`src/edpc_pkg.sv`:
```
// Package: register map, field positions, reset values and timing for energy-detect power control
package edpc_pkg;

    localparam logic [4:0]  REG_ENERGY_SENSE_CONTROL = 5'h1d;

    localparam int          BIT_ENABLE      = 15;
    localparam int          BIT_AUTO_WAKE   = 14;
    localparam int          BIT_AUTO_SLEEP  = 13;
    localparam int          BIT_MANUAL      = 12;
    localparam int          BIT_BURST_DIS   = 11;
    localparam int          BIT_PWR_STATE   = 10;
    localparam int          BIT_ERR_HIT     = 9;
    localparam int          BIT_DATA_HIT    = 8;
    localparam int          ERR_THR_LSB     = 4;
    localparam int          DATA_THR_LSB    = 0;

    localparam logic [3:0]  ERR_THR_RESET   = 4'h1;
    localparam logic [3:0]  DATA_THR_RESET  = 4'h1;
    localparam logic        AUTO_WAKE_RESET = 1'b1;
    localparam logic        AUTO_SLEEP_RESET = 1'b1;

    localparam int          PULSE_BURST_LEN = 4;
    localparam longint      CLK_HZ          = 25000000;
    localparam longint      QUIET_TIME_MS   = 2000;
    localparam longint      QUIET_CYCLES    = (QUIET_TIME_MS * CLK_HZ) / 1000;
    localparam int          PULSE_GAP_CYCLES = 8;

    typedef struct packed {
        logic       enable;
        logic       auto_wake;
        logic       auto_sleep;
        logic       burst_disable;
        logic [3:0] err_thr;
        logic [3:0] data_thr;
    } edpc_cfg_type;

    typedef enum logic [1:0] {
        PWR_UP    = 2'b00,
        PWR_DOWN  = 2'b01,
        PWR_WAKE  = 2'b11
    } edpc_state_type;

endpackage

```
`src/edpc_pulse_burst.sv`:
```
// Pulse burst generator: one or a burst of energy-detect pulses per start
`timescale 1ns/100ps
module edpc_pulse_burst
    import edpc_pkg::*;
#(
    parameter int BURST = PULSE_BURST_LEN,
    parameter int GAP   = PULSE_GAP_CYCLES
) (
    input  wire logic clk,
    input  wire logic reset_n,
    input  wire logic start,
    input  wire logic single,
    output logic      pulse,
    output logic      busy
);
    logic [3:0] left_q, left_d;
    logic [7:0] gap_q,  gap_d;
    logic       pulse_q, pulse_d;

    always_comb begin
        left_d  = left_q;
        gap_d   = gap_q;
        pulse_d = 1'b0;
        if (start) begin
            left_d = single ? 4'h1 : 4'(BURST);
            gap_d  = 8'h0;
        end else if (left_q != 4'h0) begin
            if (gap_q == 8'h0) begin
                pulse_d = 1'b1;
                left_d  = left_q - 4'h1;
                gap_d   = 8'(GAP);
            end else begin
                gap_d = gap_q - 8'h1;
            end
        end
    end

    always_ff @(posedge clk or negedge reset_n) begin
        if (!reset_n) begin
            left_q  <= 4'h0;
            gap_q   <= 8'h0;
            pulse_q <= 1'b0;
        end else begin
            left_q  <= left_d;
            gap_q   <= gap_d;
            pulse_q <= pulse_d;
        end
    end

    assign pulse = pulse_q;
    assign busy  = (left_q != 4'h0);

    a_single_one_pulse: assert property (@(posedge clk) disable iff (!reset_n)
        start && single |=> (left_q == 4'h1)) else $error("single burst not one pulse");
    a_burst_four_pulse: assert property (@(posedge clk) disable iff (!reset_n)
        start && !single |=> (left_q == 4'(BURST))) else $error("burst length wrong");
endmodule

```
`src/edpc_energy_power.sv`:
```
// Energy-detect power manager: control register, event counters, power state
`timescale 1ns/100ps
// Functional notes
// - Energy detection operates only while the enable bit 15 is set, which resets to zero.
// - With auto wake (bit 14) set, power-up starts when data events reach the data threshold.
// - With auto sleep (bit 13) set, power-down starts when no energy is on the line.
// - Writing one to self-clearing bit 12 toggles power state at once, ignoring thresholds.
// - Each power-up while enabled sends four pulses, or one when burst disable bit 11 is set.
// - Bit 10 reads one when powered up and enabled, zero when powered down or disabled.
// - Bit 9 sets when error events meet the error threshold, no action, clears on read.
// - Bit 8 sets when data events meet or exceed the data threshold, clears on read.
// - Bits 7:4 hold the error threshold, reset to one.
// - Bits 3:0 hold the data threshold, reset to one.
// - Event counters reset after about two seconds without a data event.
module edpc_energy_power
    import edpc_pkg::*;
#(
    parameter longint QUIET_LIMIT = QUIET_CYCLES
) (
    input  wire logic        clk,
    input  wire logic        reset_n,
    input  wire logic        reg_sel,
    input  wire logic        reg_wr,
    input  wire logic        reg_rd,
    input  wire logic [15:0] reg_wdata,
    output logic      [15:0] reg_rdata,
    input  wire logic        line_data_event,
    input  wire logic        line_error_event,
    input  wire logic        line_energy,
    output logic             powered_up,
    output logic             tx_energy_pulse
);
    // ------------------------------------------------------------
    // Pin synchronisers
    // ------------------------------------------------------------
    logic [2:0] sync1_q, sync2_q, sync3_q;

    always_ff @(posedge clk or negedge reset_n) begin
        if (!reset_n) begin
            sync1_q <= 3'h0;
            sync2_q <= 3'h0;
            sync3_q <= 3'h0;
        end else begin
            sync1_q <= {line_energy, line_error_event, line_data_event};
            sync2_q <= sync1_q;
            sync3_q <= sync2_q;
        end
    end

    logic data_ev, err_ev, energy_on;
    assign data_ev   = sync2_q[0] & ~sync3_q[0];
    assign err_ev    = sync2_q[1] & ~sync3_q[1];
    assign energy_on = sync2_q[2];

    // ------------------------------------------------------------
    // Register state
    // ------------------------------------------------------------
    edpc_cfg_type   cfg_q, cfg_d;
    logic           manual_q, manual_d;
    logic           err_hit_q, err_hit_d;
    logic           data_hit_q, data_hit_d;
    logic [15:0]    rdata_q, rdata_d;
    edpc_state_type state_q, state_d;
    logic [3:0]     data_cnt_q, data_cnt_d;
    logic [3:0]     err_cnt_q, err_cnt_d;
    logic [31:0]    quiet_q, quiet_d;
    logic           pwr_q, pwr_d;
    logic           burst_start;

    logic wr_hit, rd_hit;
    assign wr_hit = reg_sel && reg_wr;
    assign rd_hit = reg_sel && reg_rd;

    function automatic logic [3:0] sat_inc(input logic [3:0] v);
        sat_inc = (v == 4'hf) ? v : v + 4'h1;
    endfunction

    logic [15:0] cur_word;
    always_comb begin
        cur_word = 16'h0;
        cur_word[BIT_ENABLE]     = cfg_q.enable;
        cur_word[BIT_AUTO_WAKE]  = cfg_q.auto_wake;
        cur_word[BIT_AUTO_SLEEP] = cfg_q.auto_sleep;
        cur_word[BIT_MANUAL]     = manual_q;
        cur_word[BIT_BURST_DIS]  = cfg_q.burst_disable;
        // Meaningless while disabled, so it reads zero then, as after reset
        cur_word[BIT_PWR_STATE]  = pwr_q & cfg_q.enable;
        cur_word[BIT_ERR_HIT]    = err_hit_q;
        cur_word[BIT_DATA_HIT]   = data_hit_q;
        cur_word[ERR_THR_LSB +: 4]  = cfg_q.err_thr;
        cur_word[DATA_THR_LSB +: 4] = cfg_q.data_thr;
    end

    // ------------------------------------------------------------
    // Register file and event counting
    // ------------------------------------------------------------
    logic data_met, err_met, quiet_done;
    assign data_met   = sat_inc(data_cnt_q) >= cfg_q.data_thr;
    assign err_met    = sat_inc(err_cnt_q) >= cfg_q.err_thr;
    assign quiet_done = (quiet_q >= 32'(QUIET_LIMIT - 1));

    always_comb begin
        cfg_d      = cfg_q;
        manual_d   = 1'b0; // Self-clears after one cycle of action
        err_hit_d  = err_hit_q;
        data_hit_d = data_hit_q;
        rdata_d    = rd_hit ? cur_word : 16'h0;
        data_cnt_d = data_cnt_q;
        err_cnt_d  = err_cnt_q;
        quiet_d    = quiet_q;
        if (rd_hit) begin
            err_hit_d  = 1'b0;
            data_hit_d = 1'b0;
        end
        if (wr_hit) begin
            cfg_d.enable        = reg_wdata[BIT_ENABLE];
            cfg_d.auto_wake     = reg_wdata[BIT_AUTO_WAKE];
            cfg_d.auto_sleep    = reg_wdata[BIT_AUTO_SLEEP];
            cfg_d.burst_disable = reg_wdata[BIT_BURST_DIS];
            cfg_d.err_thr       = reg_wdata[ERR_THR_LSB +: 4];
            cfg_d.data_thr      = reg_wdata[DATA_THR_LSB +: 4];
            manual_d            = reg_wdata[BIT_MANUAL];
        end
        if (!cfg_q.enable) begin
            data_cnt_d = 4'h0;
            err_cnt_d  = 4'h0;
            quiet_d    = 32'h0;
            err_hit_d  = 1'b0;
            data_hit_d = 1'b0;
        end else begin
            if (data_ev) begin
                quiet_d    = 32'h0;
                data_cnt_d = sat_inc(data_cnt_q);
                // Set wins over a read clear in the same cycle
                if (data_met) begin
                    data_hit_d = 1'b1;
                end
            end else if (quiet_done) begin
                data_cnt_d = 4'h0;
                err_cnt_d  = 4'h0;
                quiet_d    = 32'h0;
            end else begin
                quiet_d = quiet_q + 32'h1;
            end
            if (err_ev && !(quiet_done && !data_ev)) begin
                err_cnt_d = sat_inc(err_cnt_q);
                if (err_met) begin
                    err_hit_d = 1'b1;
                end
            end
        end
    end

    // ------------------------------------------------------------
    // Power state machine
    // ------------------------------------------------------------
    always_comb begin
        state_d     = state_q;
        burst_start = 1'b0;
        case (state_q)
            PWR_UP: begin
                if (!cfg_q.enable) begin
                    state_d = PWR_UP;
                end else if (manual_q) begin
                    state_d = PWR_DOWN;
                end else if (cfg_q.auto_sleep && !energy_on) begin
                    state_d = PWR_DOWN;
                end
            end
            PWR_DOWN: begin
                if (!cfg_q.enable || manual_q) begin
                    state_d = PWR_WAKE;
                end else if (cfg_q.auto_wake && data_ev && data_met) begin
                    state_d = PWR_WAKE;
                end
            end
            PWR_WAKE: begin
                burst_start = cfg_q.enable;
                state_d     = PWR_UP;
            end
            default: state_d = PWR_UP;
        endcase
        pwr_d = (state_d != PWR_DOWN);
    end

    always_ff @(posedge clk or negedge reset_n) begin
        if (!reset_n) begin
            cfg_q      <= '{enable: 1'b0, auto_wake: AUTO_WAKE_RESET,
                            auto_sleep: AUTO_SLEEP_RESET, burst_disable: 1'b0,
                            err_thr: ERR_THR_RESET, data_thr: DATA_THR_RESET};
            manual_q   <= 1'b0;
            err_hit_q  <= 1'b0;
            data_hit_q <= 1'b0;
            rdata_q    <= 16'h0;
            data_cnt_q <= 4'h0;
            err_cnt_q  <= 4'h0;
            quiet_q    <= 32'h0;
            state_q    <= PWR_UP;
            pwr_q      <= 1'b1;
        end else begin
            cfg_q      <= cfg_d;
            manual_q   <= manual_d;
            err_hit_q  <= err_hit_d;
            data_hit_q <= data_hit_d;
            rdata_q    <= rdata_d;
            data_cnt_q <= data_cnt_d;
            err_cnt_q  <= err_cnt_d;
            quiet_q    <= quiet_d;
            state_q    <= state_d;
            pwr_q      <= pwr_d;
        end
    end

    edpc_pulse_burst u_burst (
        .clk     (clk),
        .reset_n (reset_n),
        .start   (burst_start),
        .single  (cfg_q.burst_disable),
        .pulse   (tx_energy_pulse),
        .busy    ()
    );

    assign reg_rdata  = rdata_q;
    assign powered_up = pwr_q;

    // ------------------------------------------------------------
    // Checks
    // ------------------------------------------------------------
    a_disabled_held_up: assert property (@(posedge clk) disable iff (!reset_n)
        !cfg_q.enable |=> pwr_q || $past(cfg_q.enable)) else $error("down while disabled");
    a_disabled_flags_low: assert property (@(posedge clk) disable iff (!reset_n)
        !cfg_q.enable |=> !data_hit_q && !err_hit_q && data_cnt_q == 4'h0)
        else $error("flags set while disabled");
    a_manual_self_clear: assert property (@(posedge clk) disable iff (!reset_n)
        manual_q |=> !manual_q) else $error("manual bit stuck");
    a_manual_goes_down: assert property (@(posedge clk) disable iff (!reset_n)
        manual_q && cfg_q.enable && state_q == PWR_UP |=> !pwr_q)
        else $error("manual toggle ignored");
    a_sleep_no_energy: assert property (@(posedge clk) disable iff (!reset_n)
        cfg_q.enable && cfg_q.auto_sleep && state_q == PWR_UP && !energy_on |=> !pwr_q)
        else $error("auto sleep missed");
    a_wake_on_data: assert property (@(posedge clk) disable iff (!reset_n)
        cfg_q.enable && cfg_q.auto_wake && state_q == PWR_DOWN && data_ev && data_met
        |=> pwr_q ##1 pwr_q) else $error("auto wake missed");
    a_data_hit_set: assert property (@(posedge clk) disable iff (!reset_n)
        cfg_q.enable && data_ev && data_met |=> data_hit_q) else $error("data hit lost");
    a_err_hit_set: assert property (@(posedge clk) disable iff (!reset_n)
        cfg_q.enable && err_ev && err_met && (data_ev || !quiet_done) |=> err_hit_q)
        else $error("error hit lost");
    a_read_clears: assert property (@(posedge clk) disable iff (!reset_n)
        rd_hit && !data_ev && !err_ev |=> !data_hit_q && !err_hit_q)
        else $error("read did not clear");
    a_state_readback: assert property (@(posedge clk) disable iff (!reset_n)
        rd_hit |=> reg_rdata[BIT_PWR_STATE] == ($past(pwr_q) && $past(cfg_q.enable)))
        else $error("state readback");
    a_quiet_reset: assert property (@(posedge clk) disable iff (!reset_n)
        cfg_q.enable && quiet_done && !data_ev |=> data_cnt_q == 4'h0)
        else $error("counters not reset");
endmodule

```
`config.mk`:
```
export PLATFORM = sky130hd
export DESIGN_NAME = edpc_energy_power
export DESIGN_NICKNAME = d
export VERILOG_FILES = /design/src/edpc_pkg.sv /design/src/edpc_pulse_burst.sv /design/src/edpc_energy_power.sv
export SDC_FILE = /design/constraint.sdc
export NUM_CORES = 1
export LEC_CHECK = 0
export BUFFER_PORTS_ARGS = -buffer_cell sky130_fd_sc_hd__buf_2
export CORE_ASPECT_RATIO = 1.75
export CORE_MARGIN = 10
export CORE_UTILIZATION = 25
export DETAILED_ROUTE_END_ITERATION = 8
export GPL_ROUTABILITY_DRIVEN = 0
export PLACE_DENSITY = 0.42
export SETUP_SLACK_MARGIN = 0.1
export SLEW_MARGIN = 30
export SYNTH_ARGS = -nofsm -noshare
export SYNTH_HDL_FRONTEND = slang
export SYNTH_HIERARCHICAL = 1
export SYNTH_SLANG_ARGS = --single-unit
```
`constraint.sdc`:
```
create_clock -name clk -period 2.6 [get_ports clk]
set_clock_uncertainty 0.1 [all_clocks]
set_input_delay 0 -clock clk [delete_from_list [all_inputs] [get_ports clk]]
set_output_delay 0 -clock clk [all_outputs]
set_load 0.02 [all_outputs]
```
### Word-level counts from Yosys, hierarchy flattened

Index checks and enable logic that the tools add are counted.

* add/sub/neg operators: 5
* multiply operators: 0
* divide/modulo/power cells: 0
* magnitude comparators: 3
* eq/ne operators: 8
* shifts and indexed selects: 0
* muxes and demuxes: 38
* bitwise gates (word level): 5
* reductions and logical operators: 19

Operators with widths (number)
* 32-bit 2-to-1 mux: 3
* 4-bit 2-to-1 mux: 11
* 32-bit by 1-bit adder with 32-bit output, second input constant: 1
* 32-bit by 26-bit greater-or-equal comparator with 1-bit output, second input constant: 1
* 8-bit 2-to-1 mux: 3
* 16-bit 2-to-1 mux: 1
* 1-bit 2-to-1 mux: 13
* 2-bit 2-to-1 mux: 5
* 4-bit by 1-bit adder with 4-bit output, second input constant: 2
* 4-bit == test, second input constant: 2
* 4-bit greater-or-equal comparator: 2
* 8-bit zero test: 1
* 8-bit by 1-bit subtractor with 8-bit output, second input constant: 1
* 1-bit logical AND: 7
* 3-bit by 2-bit inequality test with 1-bit output, second input constant: 2
* 1-bit zero test: 4
* 2-bit case mux with 2 select lines: 1
* 2-bit AND reduction: 2
* 2-bit nonzero test: 2
* 4-bit nonzero test: 1
* 4-bit by 1-bit subtractor with 4-bit output, second input constant: 1
* 1-bit AND: 3
* 3-bit 2-to-1 mux: 1
* 3-bit by 1-bit inequality test with 1-bit output, second input constant: 1
* other kinds (6): 7

* flip-flop bits (word level): 95
* latch bits: 0
* memory bits (writable): 0
* bits in read-only memories: 0
* input bits: 24
* output and inout bits: 18
* word-level logic and storage cells: 99
* memories: 0

### Depth between registers and ports, before layout

* depth after elaboration: 8
* gate-level depth with buffers: 9

### Cells and area by module

The synthesis kept the hierarchy.

By module, submodules not included
* edpc_energy_power: instances 1, cells each 309, area each 3513.4 um2
* edpc_pulse_burst: instances 1, cells each 85, area each 805.8 um2

### Worst setup path after synthesis

Ideal clock, no wire load.

* path type: register to register
* from: register err_cnt_q[0]
* to: register err_hit_q
* library setup time: 0.132 ns
* arrival time: 1.911 ns
* required time: 2.368 ns
* setup slack: 0.457 ns
* stages on the path, launching flop included: 10
* period minus slack after synthesis: 2.143 ns
* path through: dfrtp_1 -> ha_1 -> nand3_1 -> mux2_2 -> ha_1 -> o21ai_0 -> a21oi_1 -> o21a_1 -> o21ai_0 -> o21ai_1

* cells in the longest elaborated chain, start to end: 6
* elaborated cells between the ends (all ways): 7
* those cells by class: add/sub (1); order compare (1); eq/ne (1); mux (4)

Ends and longest elaborated chain
* from (decl): line edpc_energy_power.sv:65 `logic [3:0] err_cnt_q, err_cnt_d;`
* from (signal assigned): line edpc_energy_power.sv:207 `err_cnt_q <= err_cnt_d;`
* 4-bit by 1-bit adder with 4-bit output / 4-bit == test (equally long branches): line edpc_energy_power.sv:75 `sat_inc = (v == 4'hf) ? v : v + 4'h1;`
* 4-bit 2-to-1 mux (*)
* 4-bit greater-or-equal comparator (*): line edpc_energy_power.sv:99 `assign err_met = sat_inc(err_cnt_q) >= cfg_q.err_thr;`
* 1-bit 2-to-1 mux (*): line edpc_energy_power.sv:147 `if (err_met) begin`
* 1-bit 2-to-1 mux (*): line edpc_energy_power.sv:145 `if (err_ev && !(quiet_done && !data_ev)) begin`
* 1-bit 2-to-1 mux (*): line edpc_energy_power.sv:124 `if (!cfg_q.enable) begin`
* named net err_hit_d: line edpc_energy_power.sv:60 `logic err_hit_q, err_hit_d;`
* to (signal assigned): line edpc_energy_power.sv:203 `err_hit_q <= err_hit_d;`
* to (decl): line edpc_energy_power.sv:60

Mark *: on every way through the listed nets, which the timed path passes. The rest lies on a longest branch.
A chain may end at the register's enable or synchronous reset.

### Worst setup path in the final report

* from: register data_cnt_q[0]
* to: register pwr_q (netlist: powered_up)

* cells in the longest elaborated chain, start to end: 8
* elaborated cells between the ends (all ways): 9
* those cells by class: add/sub (1); order compare (1); eq/ne (2); mux (4); reduce/logical (1)

Ends and longest elaborated chain
* from (decl): line edpc_energy_power.sv:64 `logic [3:0] data_cnt_q, data_cnt_d;`
* from (signal assigned): line edpc_energy_power.sv:206 `data_cnt_q <= data_cnt_d;`
* 4-bit by 1-bit adder with 4-bit output / 4-bit == test (equally long branches): line edpc_energy_power.sv:75
* 4-bit 2-to-1 mux (*)
* 4-bit greater-or-equal comparator (*): line edpc_energy_power.sv:98 `assign data_met = sat_inc(data_cnt_q) >= cfg_q.data_thr;`
* 1-bit logical AND (*): line edpc_energy_power.sv:173 `end else if (cfg_q.auto_wake && data_ev && data_met) begin`
* 2-bit 2-to-1 mux (*): line edpc_energy_power.sv:173
* 2-bit 2-to-1 mux (*): line edpc_energy_power.sv:171 `if (!cfg_q.enable || manual_q) begin`
* 2-bit case mux with 2 select lines (*): line edpc_energy_power.sv:160 `case (state_q)`
* 2-bit by 1-bit inequality test with 1-bit output (*): line edpc_energy_power.sv:183 `pwr_d = (state_d != PWR_DOWN);`
* named net pwr_d: line edpc_energy_power.sv:67 `logic pwr_q, pwr_d;`
* to (signal assigned): line edpc_energy_power.sv:210 `pwr_q <= pwr_d;`
* to (decl): line edpc_energy_power.sv:67

Marks and branches as above.

==> results <==
- The tree is rooted in a sky130_fd_sc_hd__clkbuf_16.
- The critical path start-end classification is register to register.
- The repair_antennas step left the layout with diodes totalling 0.
- In this run the number of H-tree levels came out at 3.
- Among all flip-flop cells after synthesis, the most frequent one is sky130_fd_sc_hd__dfrtp_1.
- Data arrives at the worst endpoint at 2.46 ns.
- The final critical-path share of the clock period is 88.1%.
- Global routing used 8.84% of the available tracks across all layers.
- The worst register-to-register path ends at powered_up.
- 42 I/O pins were placed.
- The setup slack on the worst flop-to-flop path is 0.31 ns.
- The largest buffer count on any clock path is 2.
- Using the TritonRoute via totals, the vias-per-cell ratio works out to 4.42.
- Setup violations remaining at the end of the flow were counted as 0.
- The count of TritonRoute iterations in the first routing pass is 4.
- The first global-routing pass estimated 16600 um of wire.
- From left edge to right edge, the die measures 119 um.
- The area growth from synthesis to layout is 24.0%.
- The number of core rows is 63.
- The signal on the critical path passes through ha_1 > nand3_1 > xnor2_2 > ha_1 > nand2b_1 > a21oi_1 > o21ai_0 > a311oi_1 > o21ai_0.
- The post-detailed-placement cell area is 0.00479 mm^2.
- In this design, the stage delay of the slowest critical-path cell is 0.44 ns.
- In the final layout, the share of cells above drive strength 1 is 18.1%.
- The count of buffer and inverter cells on the critical path is 0.
- The clock tree from TritonCTS is yes.
- The mean routed wirelength per cell is 13.9 um.
- The sort of element at the start of the critical path is a register.
- Headroom to the max-slew limit came out at 55.1%.
- The clock reaches the later pin of the worst-skew pair after 0.36 ns.
- The min-delay analysis places its worst path in the category input pin to asynchronous set/reset pin.
- The residual DRC count is 0.
- The initial antenna violation count is 0.
- The static leakage is 2.42 nW.
- Synthesis produced 394 cells.
- The routed metal-1 wirelength is 3970 um.
- The starting density of the core is 25.5%.
- The core area is 0.0169 mm^2.
- In this run the mean area of a mapped cell was 11.0 um^2.
- The largest individual stage delay along the critical path comes from the cell sky130_fd_sc_hd__dfrtp_1.
- Setup total negative slack on the finished layout was measured at 0 ns.
- Detailed routing inserted a total of 3084 vias.
- The actual transition at the worst max-transition pin is 0.670 ns.
- The tool flagged a number of max-cap violations equal to 0.
- The die span in y is 194 um.
- The highest layer touched by signal routing is met4.
- The maximum number of pins on one net before global-route repair is 51.
- The synthesized area is 0.00432 mm^2.
- The overall die area is 0.0231 mm^2.
- The critical path crosses 9 cells after its start point.
- The total length of routed wires is 9720 um.
- The detail route stage leaves a number of antenna-violating nets equal to 0.
- In the synthesized netlist the async set-or-reset flop fraction comes to 100%.
- The total length of routed met3 wires is 368 um.
- The clock period minus final worst setup slack is 2.29 ns.
- The share of synthesized area occupied by flip-flops and latches is 55.2%.
- The kind of cell with the highest combined delay along the critical path is compound AO/OA/AOI/OAI gates.
- Dividing total power by cell area gives a power density of 788 mW/mm^2.
- The worst register-to-register path begins at data_cnt_q[0].
- The most critical setup path has its startpoint at data_cnt_q[0].
- The clock-pin slew on the worst setup and hold paths is 0.08 ns.
- Data on the critical path is required at its endpoint by 2.77 ns.
- The number of clock buffers inserted by TritonCTS is 9.
- The final max-slew violation count is 0.
- With fillers left out, the area of the finished cells amounts to 0.00536 mm^2.
- The maximum VDD drop is 278 uV.
- The routed length on met2 is 5200 um.
- The length in cells of the worst reg-to-reg path is 9.
- The run finished with clean final reports.
- At the end of the flow, the number of nets in the layout was 504.
- The number of clock sinks is 95.
- The count of port buffers added during placement is 38.
- Of all nets on the critical path, the largest fanout is 4.
- The worst setup path endpoint is powered_up.
- The flip-flop and latch count after synthesis is 95.
- The count of synthesis-stage warnings from yosys is 6.
- Derived from the worst setup path, the maximum achievable clock frequency is 437 MHz.
- The via count of the first global-routing pass is 3335.
- The worst setup path is captured at a register.
- The violation count after the first detailed-routing iteration is 173.
- Counting distinct cell types in the post-synthesis netlist gives 59.
- The sum of overflow across all layers after global routing is 0.
- The count of endpoints failing hold in the final timing report came to 0.
- Setup repair after global routing left no endpoint under its margin.
- The half-perimeter wire length after placement is 6870 um.
- The number of flops mapped to enable cells by yosys is 0.
[routing by layer]
layer | vias up | global-route usage [%]
li1 | 1509 | -
met1 | 1521 | 9.44
met2 | 42 | 15.9
met3 | 12 | 2.24
met4 | 0 | 3.85
met5 | - | 0
[state kept, by name (all words and copies together) (netlist names), 2 cells and up]
register        flops
sync2_q             3
reg_rdata          16
quiet_q            32
cfg_q              12
u_burst/gap_q       8
u_burst/left_q      4
data_cnt_q          4
sync1_q             3
sync3_q             2
err_cnt_q           4
state_q             2
[where the power goes]
group / internal, W / leakage [nW] / switching (W)
clock network: 0.000954 / 0.171 / 0.000610
registers: 0.00166 / 1.23 / 0.000148
logic: 0.000377 / 1.02 / 0.000471
[synth_stat cells (all sizes together), types with 8 or more instances]
cell | instances | area [um^2]
nand3 | 18 | 95.1
dfrtp | 90 | 2250
nor2 | 55 | 206
nor3 | 8 | 50.1
mux2 | 14 | 158
and3 | 15 | 93.8
ha | 15 | 188
nand4 | 8 | 50.1
xor2 | 19 | 166
xnor2 | 8 | 70.1
o21ai | 9 | 45.0
a21oi | 11 | 55.1
inv | 24 | 90.1
nand2 | 21 | 78.8
[metrics by stage]
step	setup slack [ns]	std cells	utilization (%)	total power, W	hold slack (ns)
final	0.310	697	31.6	0.00422	0.109
after floorplan	0.457	399	-	0.00239	-0.396
after global routing	0.112	697	31.6	0.00448	0.185
after detailed placement	0.258	660	28.2	0.00267	-0.0257
after CTS	0.247	697	31.6	0.00430	0.143
after global placement	0.315	660	28.2	0.00266	-0.0389
[cell families after synthesis]
logic type / Yosys count / share of synthesized area, %
xor gates and xnor gates: 27 / 5.48
other: 1 / 0.0868
and+or+nand+nor: 156 / 18.7
buffers and inverters: 34 / 4.06
muxes: 19 / 4.81
AOI/OAI and AO/OA: 47 / 7.36
adders and majority gates: 15 / 4.35
DFF: 95 / 55.2
[how the worst min path moves through the flow]
stage,startpoint,endpoint,slack (ns),depth (start not counted)
2_1_floorplan,reset_n,cfg_q[11],-0.40,0
3_3_place_gp,reset_n,u_burst/gap_q[2],-0.04,1
3_5_place_dp,reset_n,u_burst/gap_q[4],-0.03,1
4_1_cts,reset_n,quiet_q[0],0.14,2
5_1_grt,reset_n,u_burst/gap_q[2],0.18,2
6_report,reset_n,u_burst/gap_q[4],0.11,2
[cell type report]
type | count | area (um^2)
fillers | 1748 | 11600
clock inverters | 7 | 125
clock buffers | 9 | 225
repair buffers | 65 | 460
well taps | 227 | 284
multi-input cells | 270 | 1790
inverters | 24 | 90.1
flip-flops and latches | 95 | 2380
[cell usage in the layout (no fill, tap or decap), drive strengths merged, types with 3 or more instances in the layout]
cell type	instances
nor4	4
clkbuf	9
mux2i	5
a31oi	3
conb	6
dfrtp	90
ha	15
dlygate4sd3	21
a21oi	11
xor2	19
or3	4
bufinv	3
nor2b	4
nand4	8
o211ai	4
nor3	8
mux2	14
and3	15
xnor2	8
dfstp	5
nand2	21
nand2b	4
nor2	55
o21ai	9
buf	44
inv	28
nand3	18
[what timing repair did]
action | in CTS | in global routing
buffers inserted | 0 | 0
endpoints found under the hold margin | 69 | 0
hold buffers | 21 | 0
setup endpoints to repair | 0 | 2
resized for setup | 0 | 1
(Power assumes the default switching activity.)
